==> src/spcs_consts.svh <==
// Purpose: constants of the sleep power chain sequencer
// Assumes: 100 MHz system clock, AHB-Lite register access
// Notes:   delays are plain defaults, shortened through module parameters
//
// Behaviour
// - gated sram cut off, gated radio held reset
// - module clock gates act only active/idle
// - enabled converter stays enabled while sleeping
// - comparator auto-off in deeper sleeps, unless reference
// - fuse-enabled brownout detector off in deep sleep once the chain is off
// - reference powered only on detector/comparator/converter request
// - enabled watchdog keeps running in sleep
// - input buffers off when io and converter clocks stop
// - debug keeps main clock; fuses or bit disable
// - radio stays active during cpu sleep
// - radio inactive when gated or asleep
// - reactivation: oscillator first, then radio idle-off
// - radio reset bit pulses radio reset, self-clears
// - sleep request drives radio sleep line from idle-off
// - power-down/save switches blocks off, wake restores
// - chain powers blocks on one by one in order
// - gated sram blocks and radio steps skipped
// - reset-done only after whole chain enabled
// - start-up time sums the step delays
// - gated peripheral frozen, register access ignored
// - chain stays on while radio ungated and no radio sleep request set
// - debug fuse keeps chain on in all sleeps
`ifndef SPCS_CONSTS_SVH
`define SPCS_CONSTS_SVH
// ==========================================
// register byte offsets
`define SPCS_OFF_GATE_ONE     12'h000
`define SPCS_OFF_GATE_TWO     12'h004
`define SPCS_OFF_RADIO_CTRL   12'h008
`define SPCS_OFF_MCU_CTRL     12'h00C
`define SPCS_OFF_SLEEP_CTRL   12'h010
`define SPCS_OFF_ANALOG_CTRL  12'h014
`define SPCS_OFF_STATUS       12'h018
`define SPCS_OFF_INPUT_DIS0   12'h01C
`define SPCS_OFF_INPUT_DIS1   12'h020
// ==========================================
// field positions
`define SPCS_BIT_RADIO_GATE   5
`define SPCS_BIT_RADIO_RST    0
`define SPCS_BIT_RADIO_SLP    1
`define SPCS_BIT_DEBUG_DIS    7
`define SPCS_BIT_SLEEP_EN     0
`define SPCS_NUM_SRAM         4
// ==========================================
// sleep mode encodings
`define SPCS_SM_IDLE          3'h0
`define SPCS_SM_ADCNR         3'h1
`define SPCS_SM_PDOWN         3'h2
`define SPCS_SM_PSAVE         3'h3
// ==========================================
// timing in ns at a 10 ns clock
`define SPCS_CLK_NS           10
`define SPCS_T_BG_NS          2000
`define SPCS_T_DVREG_NS       2000
`define SPCS_T_DRT_NS         1000
`define SPCS_T_PWRSW_NS       1000
`define SPCS_T_OSC_NS         20000
`define SPCS_CYC(t)           (((t) + `SPCS_CLK_NS - 1) / `SPCS_CLK_NS)
`define SPCS_RST_PULSE        4
`endif

==> src/spcs_pkg.sv <==
// Purpose: types of the sleep power chain sequencer
// Assumes: nothing
// Notes:   states carry no codes
package spcs_pkg;
	typedef enum logic [3:0] {
		SPCS_OFF,
		SPCS_BG,
		SPCS_DVREG,
		SPCS_SRAM,
		SPCS_RADIO,
		SPCS_NVM,
		SPCS_OSC,
		SPCS_DONE
	} spcs_chain_type;
endpackage

==> src/spcs_top.sv <==
// Purpose: power chain sequencer with sleep gating and radio control
// Assumes: AHB-Lite single word transfers, one clock domain
// Notes:   one wait state on every access, response always OKAY
//
// Local design decisions: the register addresses and the AHB-Lite register port.
`include "spcs_consts.svh"
module spcs_top #(
	parameter int T_BG_CYC    = `SPCS_CYC(`SPCS_T_BG_NS),
	parameter int T_DVREG_CYC = `SPCS_CYC(`SPCS_T_DVREG_NS),
	parameter int T_DRT_CYC   = `SPCS_CYC(`SPCS_T_DRT_NS),
	parameter int T_PWRSW_CYC = `SPCS_CYC(`SPCS_T_PWRSW_NS),
	parameter int T_OSC_CYC   = `SPCS_CYC(`SPCS_T_OSC_NS)
) (
	input  wire logic        CLK_SYS,          // system clock
	input  wire logic        ARST_N,           // async reset, active low
	input  wire logic        HSEL,             // slave select
	input  wire logic [11:0] HADDR,            // byte address
	input  wire logic [1:0]  HTRANS,           // transfer type
	input  wire logic        HWRITE,           // write strobe
	input  wire logic [2:0]  HSIZE,            // transfer size
	input  wire logic [31:0] HWDATA,           // write data
	input  wire logic        HREADY,           // bus ready in
	output logic      [31:0] HRDATA,           // read data
	output logic             HREADYOUT,        // slave ready
	output logic             HRESP,            // response, always okay
	input  wire logic        CPU_SLEEP,        // cpu executed sleep
	input  wire logic        WAKE,             // wake event
	input  wire logic        RADIO_IDLE_OFF,   // radio state field is idle-off
	input  wire logic        ONCHIP_DEBUG_FUSE,// debug fuse programmed
	input  wire logic        SCAN_PORT_FUSE,   // scan port fuse programmed
	input  wire logic        BROWNOUT_FUSE_EN, // brownout level fuses enable
	input  wire logic        WDT_EN,           // watchdog enabled
	input  wire logic        CMP_EN,           // comparator enabled
	input  wire logic        CMP_USES_REF,     // comparator selects reference
	input  wire logic        ADC_EN,           // converter enabled
	output logic      [15:0] MODULE_CLK_EN,    // per-module clock enables
	output logic      [3:0]  SRAM_SW_ON,       // sram retention switches
	output logic             RADIO_RESET,      // radio reset
	output logic             RADIO_SLEEP_LINE, // radio sleep line
	output logic             RADIO_PWR_ON,     // radio power switch
	output logic             OSC16_EN,         // 16 MHz oscillator enable
	output logic             BG_ON,            // bandgap and regulator
	output logic             DVREG_ON,         // digital and low leakage regulators
	output logic             NVM_ON,           // nvm power switch
	output logic             RESET_DONE_OUT,   // chain start-up done
	output logic             MAIN_CLK_EN,      // main clock source running
	output logic             ADC_PWR,          // converter power
	output logic             CMP_PWR,          // comparator power
	output logic             BOD_PWR,          // brownout detector power
	output logic             REF_PWR,          // internal reference power
	output logic             WDT_RUN,          // watchdog runs
	output logic             INBUF_EN,         // digital input buffers
	output logic             REG_BLOCKED       // gated peripheral access ignored
);
	// ==========================================
	// registers
	logic [7:0]  module_gate_reg_one;
	logic [7:0]  module_gate_reg_two;
	logic [7:0]  mcu_control_reg;
	logic [2:0]  sleep_mode;
	logic        sleep_en;
	logic [7:0]  input_disable_reg_zero;
	logic [7:0]  input_disable_reg_one;
	logic        radio_sleep_request;
	logic [2:0]  rst_cnt;
	logic        dp_valid;
	logic        dp_write;
	logic [11:0] dp_addr;
	logic        asleep;
	spcs_pkg::spcs_chain_type state;
	spcs_pkg::spcs_chain_type next_state;
	logic [31:0] cnt;
	logic [1:0]  sram_idx;
	logic        deep;
	logic        radio_gate_bit;
	logic        debug_on;
	logic        clocks_run;
	logic        io_adc_stopped;
	logic        chain_may_off;
	logic [31:0] rdata;

	assign radio_gate_bit = module_gate_reg_one[`SPCS_BIT_RADIO_GATE];
	assign debug_on = ONCHIP_DEBUG_FUSE & SCAN_PORT_FUSE & ~mcu_control_reg[`SPCS_BIT_DEBUG_DIS];
	assign deep = asleep & ((sleep_mode == `SPCS_SM_PDOWN) | (sleep_mode == `SPCS_SM_PSAVE));
	assign clocks_run = ~asleep | (sleep_mode == `SPCS_SM_IDLE);
	assign io_adc_stopped = asleep & (sleep_mode != `SPCS_SM_IDLE) & (sleep_mode != `SPCS_SM_ADCNR);
	// radio off-state lets the chain drop; debug fuse pins it on
	assign chain_may_off = deep & (radio_gate_bit | radio_sleep_request)
		& ~ONCHIP_DEBUG_FUSE;

	function automatic logic sram_on(input logic [7:0] gate, input logic [1:0] idx);
		sram_on = ~gate[idx];
	endfunction

	// ==========================================
	// AHB-Lite slave, one wait state
	always_ff @(posedge CLK_SYS or negedge ARST_N) begin
		if (!ARST_N) begin
			dp_valid <= 1'b0;
			dp_write <= 1'b0;
			dp_addr <= 12'h000;
			HREADYOUT <= 1'b1;
		end else if (dp_valid) begin
			dp_valid <= 1'b0;
			HREADYOUT <= 1'b1;
		end else if (HSEL && HREADY && HTRANS[1]) begin
			dp_valid <= 1'b1;
			dp_write <= HWRITE;
			dp_addr <= HADDR;
			HREADYOUT <= 1'b0;
		end
	end

	always_ff @(posedge CLK_SYS or negedge ARST_N) begin
		if (!ARST_N) begin
			HRESP <= 1'b0;
		end else begin
			HRESP <= 1'b0;
		end
	end

	always_comb begin
		rdata = 32'h0000_0000;
		case (dp_addr)
			`SPCS_OFF_GATE_ONE:    rdata = {24'h000000, module_gate_reg_one};
			`SPCS_OFF_GATE_TWO:    rdata = {24'h000000, module_gate_reg_two};
			`SPCS_OFF_RADIO_CTRL:  rdata = {30'h00000000, radio_sleep_request, 1'b0};
			`SPCS_OFF_MCU_CTRL:    rdata = {24'h000000, mcu_control_reg};
			`SPCS_OFF_SLEEP_CTRL:  rdata = {28'h0000000, sleep_mode, sleep_en};
			`SPCS_OFF_STATUS:      rdata = {23'h000000, asleep, RESET_DONE_OUT, SRAM_SW_ON,
				RADIO_PWR_ON, NVM_ON, DVREG_ON};
			`SPCS_OFF_INPUT_DIS0:  rdata = {24'h000000, input_disable_reg_zero};
			`SPCS_OFF_INPUT_DIS1:  rdata = {24'h000000, input_disable_reg_one};
			default:               rdata = 32'h0000_0000;
		endcase
	end

	always_ff @(posedge CLK_SYS or negedge ARST_N) begin
		if (!ARST_N) begin
			HRDATA <= 32'h0000_0000;
		end else if (dp_valid && !dp_write) begin
			HRDATA <= rdata;
		end
	end

	// ==========================================
	// software writes
	always_ff @(posedge CLK_SYS or negedge ARST_N) begin
		if (!ARST_N) begin
			module_gate_reg_one <= 8'h00;
			module_gate_reg_two <= 8'h00;
			mcu_control_reg <= 8'h00;
			sleep_mode <= 3'h0;
			sleep_en <= 1'b0;
			input_disable_reg_zero <= 8'h00;
			input_disable_reg_one <= 8'h00;
			radio_sleep_request <= 1'b0;
		end else if (dp_valid && dp_write) begin
			case (dp_addr)
				`SPCS_OFF_GATE_ONE:   module_gate_reg_one <= HWDATA[7:0];
				`SPCS_OFF_GATE_TWO:   module_gate_reg_two <= HWDATA[7:0];
				`SPCS_OFF_RADIO_CTRL: radio_sleep_request <= HWDATA[`SPCS_BIT_RADIO_SLP];
				`SPCS_OFF_MCU_CTRL:   mcu_control_reg <= HWDATA[7:0];
				`SPCS_OFF_SLEEP_CTRL: begin
					sleep_mode <= HWDATA[3:1];
					sleep_en <= HWDATA[`SPCS_BIT_SLEEP_EN];
				end
				`SPCS_OFF_INPUT_DIS0: input_disable_reg_zero <= HWDATA[7:0];
				`SPCS_OFF_INPUT_DIS1: input_disable_reg_one <= HWDATA[7:0];
				default: begin
				end
			endcase
		end
	end

	// radio reset pulse; self-clearing, reads back zero
	always_ff @(posedge CLK_SYS or negedge ARST_N) begin
		if (!ARST_N) begin
			rst_cnt <= 3'h0;
		end else if (dp_valid && dp_write && dp_addr == `SPCS_OFF_RADIO_CTRL
				&& HWDATA[`SPCS_BIT_RADIO_RST]) begin
			rst_cnt <= 3'(`SPCS_RST_PULSE);
		end else if (rst_cnt != 3'h0) begin
			rst_cnt <= rst_cnt - 3'h1;
		end
	end

	// ==========================================
	// sleep state: entry while enabled, left on wake
	always_ff @(posedge CLK_SYS or negedge ARST_N) begin
		if (!ARST_N) begin
			asleep <= 1'b0;
		end else if (WAKE) begin
			asleep <= 1'b0;
		end else if (CPU_SLEEP && sleep_en && state == spcs_pkg::SPCS_DONE) begin
			asleep <= 1'b1;
		end
	end

	// ==========================================
	// power chain sequencer
	always_comb begin
		next_state = state;
		case (state)
			spcs_pkg::SPCS_OFF:   next_state = spcs_pkg::SPCS_BG;
			spcs_pkg::SPCS_BG:    if (cnt == 32'd0) next_state = spcs_pkg::SPCS_DVREG;
			spcs_pkg::SPCS_DVREG: if (cnt == 32'd0) next_state = spcs_pkg::SPCS_SRAM;
			spcs_pkg::SPCS_SRAM:  if (cnt == 32'd0 && sram_idx == 2'd3)
				next_state = spcs_pkg::SPCS_RADIO;
			spcs_pkg::SPCS_RADIO: if (cnt == 32'd0) next_state = spcs_pkg::SPCS_NVM;
			spcs_pkg::SPCS_NVM:   if (cnt == 32'd0) next_state = spcs_pkg::SPCS_OSC;
			spcs_pkg::SPCS_OSC:   if (cnt == 32'd0) next_state = spcs_pkg::SPCS_DONE;
			spcs_pkg::SPCS_DONE:  if (chain_may_off) next_state = spcs_pkg::SPCS_OFF;
			default:              next_state = spcs_pkg::SPCS_OFF;
		endcase
		if (state == spcs_pkg::SPCS_OFF && deep && !WAKE) begin
			next_state = spcs_pkg::SPCS_OFF;
		end
	end

	// each step loads its settling delay; skipped steps load zero
	always_ff @(posedge CLK_SYS or negedge ARST_N) begin
		if (!ARST_N) begin
			state <= spcs_pkg::SPCS_OFF;
			cnt <= 32'd0;
			sram_idx <= 2'd0;
		end else begin
			state <= next_state;
			if (state != next_state || (state == spcs_pkg::SPCS_SRAM && cnt == 32'd0)) begin
				sram_idx <= (state == spcs_pkg::SPCS_SRAM && next_state == state) ?
					sram_idx + 2'd1 : 2'd0;
			end
			if (cnt != 32'd0) begin
				cnt <= cnt - 32'd1;
			end else begin
				case (next_state)
					spcs_pkg::SPCS_BG:    cnt <= 32'(T_BG_CYC);
					spcs_pkg::SPCS_DVREG: cnt <= 32'(T_DVREG_CYC);
					spcs_pkg::SPCS_SRAM: begin
						if (sram_on(module_gate_reg_two, (state == next_state) ?
								sram_idx + 2'd1 : 2'd0))
							cnt <= 32'(T_DRT_CYC);
						else
							cnt <= 32'd0;
					end
					spcs_pkg::SPCS_RADIO: cnt <= radio_gate_bit ? 32'd0 : 32'(T_PWRSW_CYC);
					spcs_pkg::SPCS_NVM:   cnt <= 32'(T_PWRSW_CYC);
					spcs_pkg::SPCS_OSC:   cnt <= 32'(T_OSC_CYC);
					default:              cnt <= 32'd0;
				endcase
			end
		end
	end

	// switch outputs follow the chain position
	always_ff @(posedge CLK_SYS or negedge ARST_N) begin
		if (!ARST_N) begin
			BG_ON <= 1'b0;
			DVREG_ON <= 1'b0;
			SRAM_SW_ON <= 4'h0;
			RADIO_PWR_ON <= 1'b0;
			NVM_ON <= 1'b0;
			OSC16_EN <= 1'b0;
			RESET_DONE_OUT <= 1'b0;
		end else begin
			BG_ON <= (next_state != spcs_pkg::SPCS_OFF);
			DVREG_ON <= (next_state > spcs_pkg::SPCS_BG);
			for (int i = 0; i < `SPCS_NUM_SRAM; i++) begin
				SRAM_SW_ON[i] <= sram_on(module_gate_reg_two, 2'(i))
					&& ((next_state > spcs_pkg::SPCS_SRAM)
					|| (next_state == spcs_pkg::SPCS_SRAM && 2'(i) <= sram_idx));
			end
			RADIO_PWR_ON <= ~radio_gate_bit && next_state >= spcs_pkg::SPCS_RADIO;
			NVM_ON <= (next_state >= spcs_pkg::SPCS_NVM);
			OSC16_EN <= (next_state >= spcs_pkg::SPCS_OSC);
			RESET_DONE_OUT <= (next_state == spcs_pkg::SPCS_DONE);
		end
	end

	// ==========================================
	// radio control: reset held while gated or pulsed, released after oscillator
	always_ff @(posedge CLK_SYS or negedge ARST_N) begin
		if (!ARST_N) begin
			RADIO_RESET <= 1'b1;
			RADIO_SLEEP_LINE <= 1'b0;
		end else begin
			// follows next_state so reset and reset-done move on the same edge
			RADIO_RESET <= radio_gate_bit || rst_cnt != 3'h0
				|| next_state != spcs_pkg::SPCS_DONE;
			// sleep only taken from idle-off; line drops when the request bit clears
			if (!radio_sleep_request)
				RADIO_SLEEP_LINE <= 1'b0;
			else if (RADIO_IDLE_OFF)
				RADIO_SLEEP_LINE <= 1'b1;
		end
	end

	// ==========================================
	// sleep effects on helpers
	always_ff @(posedge CLK_SYS or negedge ARST_N) begin
		if (!ARST_N) begin
			MODULE_CLK_EN <= 16'hFFFF;
			REG_BLOCKED <= 1'b0;
			MAIN_CLK_EN <= 1'b1;
			ADC_PWR <= 1'b0;
			CMP_PWR <= 1'b0;
			BOD_PWR <= 1'b0;
			REF_PWR <= 1'b0;
			WDT_RUN <= 1'b0;
			INBUF_EN <= 1'b1;
		end else begin
			// gating only matters while clocks run; stopped clocks stay stopped
			MODULE_CLK_EN <= clocks_run ? ~{module_gate_reg_two, module_gate_reg_one}
				: 16'h0000;
			REG_BLOCKED <= |{module_gate_reg_two, module_gate_reg_one};
			MAIN_CLK_EN <= ~asleep | debug_on | (sleep_mode == `SPCS_SM_IDLE);
			ADC_PWR <= ADC_EN;
			CMP_PWR <= CMP_EN & (~io_adc_stopped | CMP_USES_REF);
			BOD_PWR <= BROWNOUT_FUSE_EN & ~(deep && state == spcs_pkg::SPCS_OFF);
			REF_PWR <= ADC_EN | (CMP_EN & (~io_adc_stopped | CMP_USES_REF))
				| (BROWNOUT_FUSE_EN & ~(deep && state == spcs_pkg::SPCS_OFF));
			WDT_RUN <= WDT_EN;
			INBUF_EN <= ~io_adc_stopped;
		end
	end
endmodule

==> config.mk <==
export PLATFORM = sky130hd
export DESIGN_NAME = spcs_top
export DESIGN_NICKNAME = d
export VERILOG_FILES = /design/src/spcs_pkg.sv /design/src/spcs_top.sv
export VERILOG_INCLUDE_DIRS = /design/src /design/src/src
export SDC_FILE = /design/constraint.sdc
export NUM_CORES = 1
export LEC_CHECK = 0
export ABC_AREA = 0
export BUFFER_PORTS_ARGS = -buffer_cell sky130_fd_sc_hd__buf_2
export CORE_MARGIN = 2
export CORE_UTILIZATION = 30
export CTS_CLUSTER_DIAMETER = 200
export CTS_CLUSTER_SIZE = 20
export DETAILED_ROUTE_END_ITERATION = 7
export REMOVE_ABC_BUFFERS = 1
export SLEW_MARGIN = 10
export SYNTH_ARGS = -nofsm -noshare
export SYNTH_HDL_FRONTEND = slang
export SYNTH_SLANG_ARGS = --single-unit
==> constraint.sdc <==
create_clock -name CLK_SYS -period 4.3 [get_ports CLK_SYS]
set_input_delay 0 -clock CLK_SYS [delete_from_list [all_inputs] [get_ports CLK_SYS]]
set_output_delay 0 -clock CLK_SYS [all_outputs]
set_load 0.05 [all_outputs]
==> flow_summary.toml, run 1 <==
[critical_path]
cpMostUsedCell = "or4_4"
critical_path_depth = 8
criticalPathCategory = "register to register"
crit_path_start_kind = "register"
end_kind = "register"
reg2reg_to = "cnt[2]$_DFF_PN0_"
cp_slowest_cell = "or4_4"
crit_family = "simple AND/OR/NAND/NOR gates"
critPathMaxFanout = 8
reg2reg_slack_ps = 840
reg2reg_from = "cnt[24]$_DFF_PN0_"
r2r_cells = 8
worst_path_largest_cell_delay_ps = 650
endpoint = "cnt[2]$_DFF_PN0_"
arrival_ps = 3760
crit_start = "cnt[24]$_DFF_PN0_"
critical_path_buf_inv_count = 0
path_cells = "or4_4 > or4b_4 > or4_4 > a211oi_4 > o221ai_2 > o211a_1 > a22oi_2 > o21ai_1"
required_ps = 4610

[placement]
pre_cts_ws_ps = 841
gp_congestion = 0.826
dpl_cell_area_um2 = 7410
io_buffers = 81
dp_hpwl_mm = 11.6

[die]
start_util_pct = 30.8
die_h_um = 154
io_pins = 134
coreArea_um2 = 22000
die-width_um = 154
die-area_um2 = 23800
rows = 54

[global_routing]
grt_usage_pct = 14.3
grt_overflow = 0
grt_pass1_wl_mm = 26.6
busiest_layer = "met2"
use_met3_pct = 3.42
gr-usage-met1_pct = 19.3
first_global_vias = 4883
grt_max_degree = 64
antenna_found_initial = 0
gr-usage-met2_pct = 22.8

[clock_tree]
cts_resized = 0
post_cts_buffers = 0
path_clk_slew_ps = 60
clock-sinks = 147
numCtsBuffers = 17
clk_latency_ps = 430
clockRootBuffer = "clkbuf_16"
h-tree-depth = 4
cts_buffer_depth = 2
hold_buffers = 33
cts_tree = "done"

[drt]
wl_mm = 16.2
drt-pass1-iter-count = 4
num_vias = 5009
wl_per_cell_um = 15.5
viasPerCell = 4.78
drc = 0
drtIter0Drc = 326
drtAntennaViolNets = 0

[finish]
final_cell_mix = "dfrtp_1 (127), nor2_1 (85), buf_2 (80)"
top_regs = "cnt: 32 flops, MODULE_CLK_EN: 16 flops, dp_addr: 12 flops"
nets = 826
design_area_um2 = 8300
post-route-util_pct = 37.8
largest_register_ffs = 32
final_common_cell = "dfrtp_1"
area_delta_synth_final_pct = 22.6
num_antenna_cells = 0
drive_above_1_share_pct = 26.9
top_register = "cnt"

[timing]
maxSlewHeadroom_pct = 36.2
fin_worst_skew_ps = 12.5
slew_violations = 0
period_share_pct = 80.4
hold_viol = 0
setup_viol = 0
tns_ps = 0
max_clock_freq_mhz = 289
worstMarginPinSlew_ps = 949
setup_ws_ps = 844
rsz0062_at_grt = "no"
period_needed_ps = 3460

[synth]
netlist_area_um2 = 6770
async_flop_share_pct = 100
ys_ff_latch = 147
syn_inst = 637
postSynthAreaPerCell_um2 = 10.6
ys_seq_area_share_pct = 54.7
yosys_most_used_dff = "dfrtp_1"
synth-edff-count = 0
netlist-cell-type-count = 58
yosysWarningCount = 0

[power_and_ir_drop]
p_leak_nw = 3.77
power.density_nw_per_um2 = 407
irDropWorstVdd_mv = 0.267

[min_path]
min_path_type = "input pin to async pin"

[flow_run]
drv_cap = 0

[status]
status = "finished, final reports clean"
-- kinds of logic (layout without fill, tap and decap cells) --
| family | Yosys count | count (layout) | synth area share [%] |
|---|---|---|---|
| compound gates | 88 | 88 | 8.89 |
| xor+xnor | 28 | 28 | 3.62 |
| fa+ha+maj | 6 | 6 | 1.11 |
| buf+inv | 58 | 166 | 4.66 |
| flops | 147 | 147 | 54.7 |
| mux | 58 | 58 | 9.55 |
| other cells | 1 | 25 | 0.0554 |
| simple gates | 251 | 251 | 17.4 |
-- worst register-to-register path, stage by stage (launching register included) --
cell,delay [ps]
dfrtp_1,420
or4_4,580
or4b_4,560
or4_4,650
a211oi_4,380
o221ai_2,190
o211a_1,270
a22oi_2,190
o21ai_1,100
-- worst min-delay path by stage --
stage,slack [ps],end,startpoint
after floorplan,-300,ADC_PWR$_DFF_PN0_,ARST_N
after global placement,-30,cnt[31]$_DFF_PN0_,ARST_N
after detailed placement,-30,cnt[31]$_DFF_PN0_,ARST_N
after CTS,80,state[1]$_DFF_PN0_,ARST_N
after global routing,120,cnt[22]$_DFF_PN0_,ARST_N
final,60,cnt[30]$_DFF_PN0_,ARST_N
-- cells in the mapped netlist (all sizes together), types with 15 or more instances --
cell      n  share of area [%]
mux2     53                8.8
a21oi    21                1.6
nand2    75                4.2
dfrtp   127                 47
dfstp    20                7.8
clkbuf   15               0.83
buf      29                3.0
xnor2    19                2.5
nor2     85                4.7
nor3     21                1.6
o21ai    25                1.8
-- through the flow --
step,hold slack (ps),cells,power (W)
floorplan,-296,617,0.00185
global placement,-33.1,984,0.00198
detailed placement,-32.7,984,0.00199
CTS,78.2,1049,0.00342
global route,121,1049,0.00354
finish,64.3,1049,0.00338
-- routing by layer --
layer | part of all wire (%) | routed length (µm)
met5 | 0 | 0
met4 | 1.1 | 177
met3 | 4.7 | 759
met2 | 47 | 7690
met1 | 47 | 7620
-- final cells by class --
| class | count | area [µm²] |
|---|---|---|
| well taps | 280 | 350 |
| repair buffers | 120 | 787 |
| clock inverters | 14 | 119 |
| multi-input cells | 456 | 2850 |
| flip-flops and latches | 147 | 3700 |
| inverters | 14 | 52.6 |
| clock buffers | 18 | 439 |
| fillers | 2199 | 13700 |
-- where the power goes --
group | leakage, nW | switching (W) | internal [W] | total [W]
registers | 1.82 | 0.0000715 | 0.00147 | 0.00154
logic | 1.69 | 0.000296 | 0.000145 | 0.000441
clock network | 0.264 | 0.000628 | 0.000769 | 0.00140
Note: power is estimated with default switching activity, not from simulation.
==> run 2: changes to the inputs <==
clock period = 2.9 ns   (was 4.3 ns; I/O delays follow)
==> run 2 against run 1 <==
Effect of this change:
- sequential share of layout area shrank 3.1 points
- the run now ends with negative setup slack left
- combinational power grew 63%
- cell area grew 7.5%
- global-route usage grew 1.0 points
- critical endpoint unchanged
- setup slack lost 980 ps
- first-iteration DRC count grew 19%
==> flow_summary.toml, run 2 (synthesized netlist as in run 1, its figures left out) <==
[status]
status = "complete, but fails checks"
violations = "negative setup slack"

[power_and_ir_drop]
intPower_w = 0.00354
p_sw_share_pct = 29.7
comb_power_share_pct = 14.2
irDropWorstVdd_mv = 0.298
p_clk_share_pct = 40.8
p_leak_nw = 4.10
seq_power_share_pct = 44.9
p_switching_w = 0.00150
power.density_nw_per_um2 = 564

[finish]
multiInputGateArea_um2 = 3030
fillers = 2130
final_cell_mix = "dfrtp_1 (127), nor2_1 (83), buf_2 (80)"
final_common_cell = "dfrtp_1"
largest_register_ffs = 32
nets = 883
num_antenna_cells = 0
drive_above_1_share_pct = 35.5
area_delta_synth_final_pct = 31.8
seqCellArea_um2 = 3700
top_regs = "cnt: 32 flops, MODULE_CLK_EN: 16 flops, dp_addr: 12 flops"
top_register = "cnt"

[drt]
num_vias = 5295
drtAntennaViolNets = 0
wl_per_cell_um = 16.0
drc = 0
drt-pass1-iter-count = 4
drtIter0Drc = 387
viasPerCell = 4.79
wl_mm = 17.7

[timing]
slew_violations = 0
hold_viol = 0
fin_worst_skew_ps = 11.4
tns_ps = -650
period_needed_ps = 3040
hold_ws_ps = 59.8
period_share_pct = 105
setup_viol = 7
max_clock_freq_mhz = 329
maxSlewHeadroom_pct = 57.7
rsz0062_at_grt = "yes"
setup_ws_ps = -135
worstMarginPinSlew_ps = 633

[critical_path]
reg2reg_from = "cnt[8]$_DFF_PN0_"
required_ps = 3190
crit_path_start_kind = "register"
criticalPathCategory = "register to register"
critPathMaxFanout = 4
reg2reg_slack_ps = -140
path_cells = "or4_4 > or4b_4 > or4_4 > a211oi_4 > nand3_1 > and3_4 > a22oi_2 > o21ai_1"
worst_path_largest_cell_delay_ps = 540
cpMostUsedCell = "or4_4"
reg2reg_to = "cnt[2]$_DFF_PN0_"
r2r_cells = 8
arrival_ps = 3330
end_kind = "register"
crit_start = "cnt[8]$_DFF_PN0_"
endpoint = "cnt[2]$_DFF_PN0_"
cp_slowest_cell = "or4_4"

[placement]
io_buffers = 81
gp_congestion = 0.884
dp_hpwl_mm = 12.6
pre_cts_ws_ps = -317

[clock_tree]
clk_latency_ps = 420
cts_buffer_depth = 2
path_clk_slew_ps = 60
h-tree-depth = 4
clock-sinks = 147
cts_tree = "done"
clockRootBuffer = "clkbuf_16"
numCtsBuffers = 17

[die]
io_pins = 134
die-width_um = 154
die_h_um = 154
die-area_um2 = 23800
coreArea_um2 = 22000
start_util_pct = 30.8
rows = 54

[global_routing]
busiest_layer = "met2"
gr-usage-met1_pct = 21.4
first_global_vias = 5324
grt_max_degree = 64
gr-usage-met2_pct = 23.6
grt_pass1_wl_mm = 28.8
use_met3_pct = 3.39
grt_usage_pct = 15.3
grt_overflow = 0
antenna_found_initial = 0

[min_path]
min_path_type = "input pin to register"

[flow_run]
drv_cap = 0
## run 2: cell count changes in the layout (fill, tap and decap cells not counted), moves of 4 or more
| cell | delta |
|---|---|
| buf_4 | +52 |
| buf_6 | +5 |
| clkinv_2 | +4 |
| nor3_1 | -4 |
| o21ai_0 | -4 |
| or3_4 | +4 |
## run 2: per-layer routing
layer	vias to the layer above	wire length, µm
met4	0	409
met5	-	0
met1	2624	8390
met3	24	692
met2	119	8200
li1	2528	-
## run 2: layout make-up
| type | count | area share, % |
|---|---|---|
| Sequential cell | 147 | 41.5 |
| Multi-Input combinational cell | 456 | 34.0 |
| Timing Repair Buffer | 177 | 13.9 |
| Clock buffer | 17 | 4.77 |
| Tap cell | 280 | 3.93 |
| Clock inverter | 15 | 1.33 |
| Inverter | 14 | 0.589 |
## run 2: power by group through the flow
stage | logic (W) | registers, W | clock network, W
3_5_place_dp | 0.000677 | 0.00230 | 0
2_1_floorplan | 0.000310 | 0.00243 | 0
4_1_cts | 0.000721 | 0.00226 | 0.00211
5_1_grt | 0.000784 | 0.00228 | 0.00219
3_3_place_gp | 0.000668 | 0.00229 | 0
6_report | 0.000717 | 0.00226 | 0.00206
## run 2: worst min path at each step
| stage | cells past startpoint | start | to | slack (ps) |
|---|---|---|---|---|
| detailed placement | 1 | ARST_N | BOD_PWR$_DFF_PN0_ | 10 |
| finish | 5 | HREADY | dp_write$_DFFE_PN0P_ | 60 |
| CTS | 5 | HREADY | dp_write$_DFFE_PN0P_ | 40 |
| floorplan | 0 | ARST_N | ADC_PWR$_DFF_PN0_ | -300 |
| global route | 5 | HREADY | dp_write$_DFFE_PN0P_ | 80 |
| global placement | 1 | ARST_N | WDT_RUN$_DFF_PN0_ | 10 |
## run 2: metrics by stage
step / util, % / total power, W / instances / area (µm²)
3_3_place_gp: 35.5 / 0.00296 / 1034 / 7800
3_5_place_dp: 35.5 / 0.00297 / 1034 / 7800
4_1_cts: 40.2 / 0.00509 / 1104 / 8820
2_1_floorplan: - / 0.00274 / 617 / 6600
6_report: 40.6 / 0.00503 / 1106 / 8920
5_1_grt: 40.6 / 0.00525 / 1106 / 8920
## run 2: worst max-delay path, delay by kind of cell (launching register included)
family          cells  cell delay [ps]
compound gates      3              630
simple gates        5             1920
flops               1              370
## run 2: repair_timing
action / 4_1_cts / 5_1_grt
setup buffers: 6 / 3
setup endpoints to repair: 19 / 24
endpoints found under the hold margin: 121 / 0
cloned: 0 / 0
hold buffers: 32 / 0
pin swaps: 20 / 13
gates resized for setup: 28 / 19
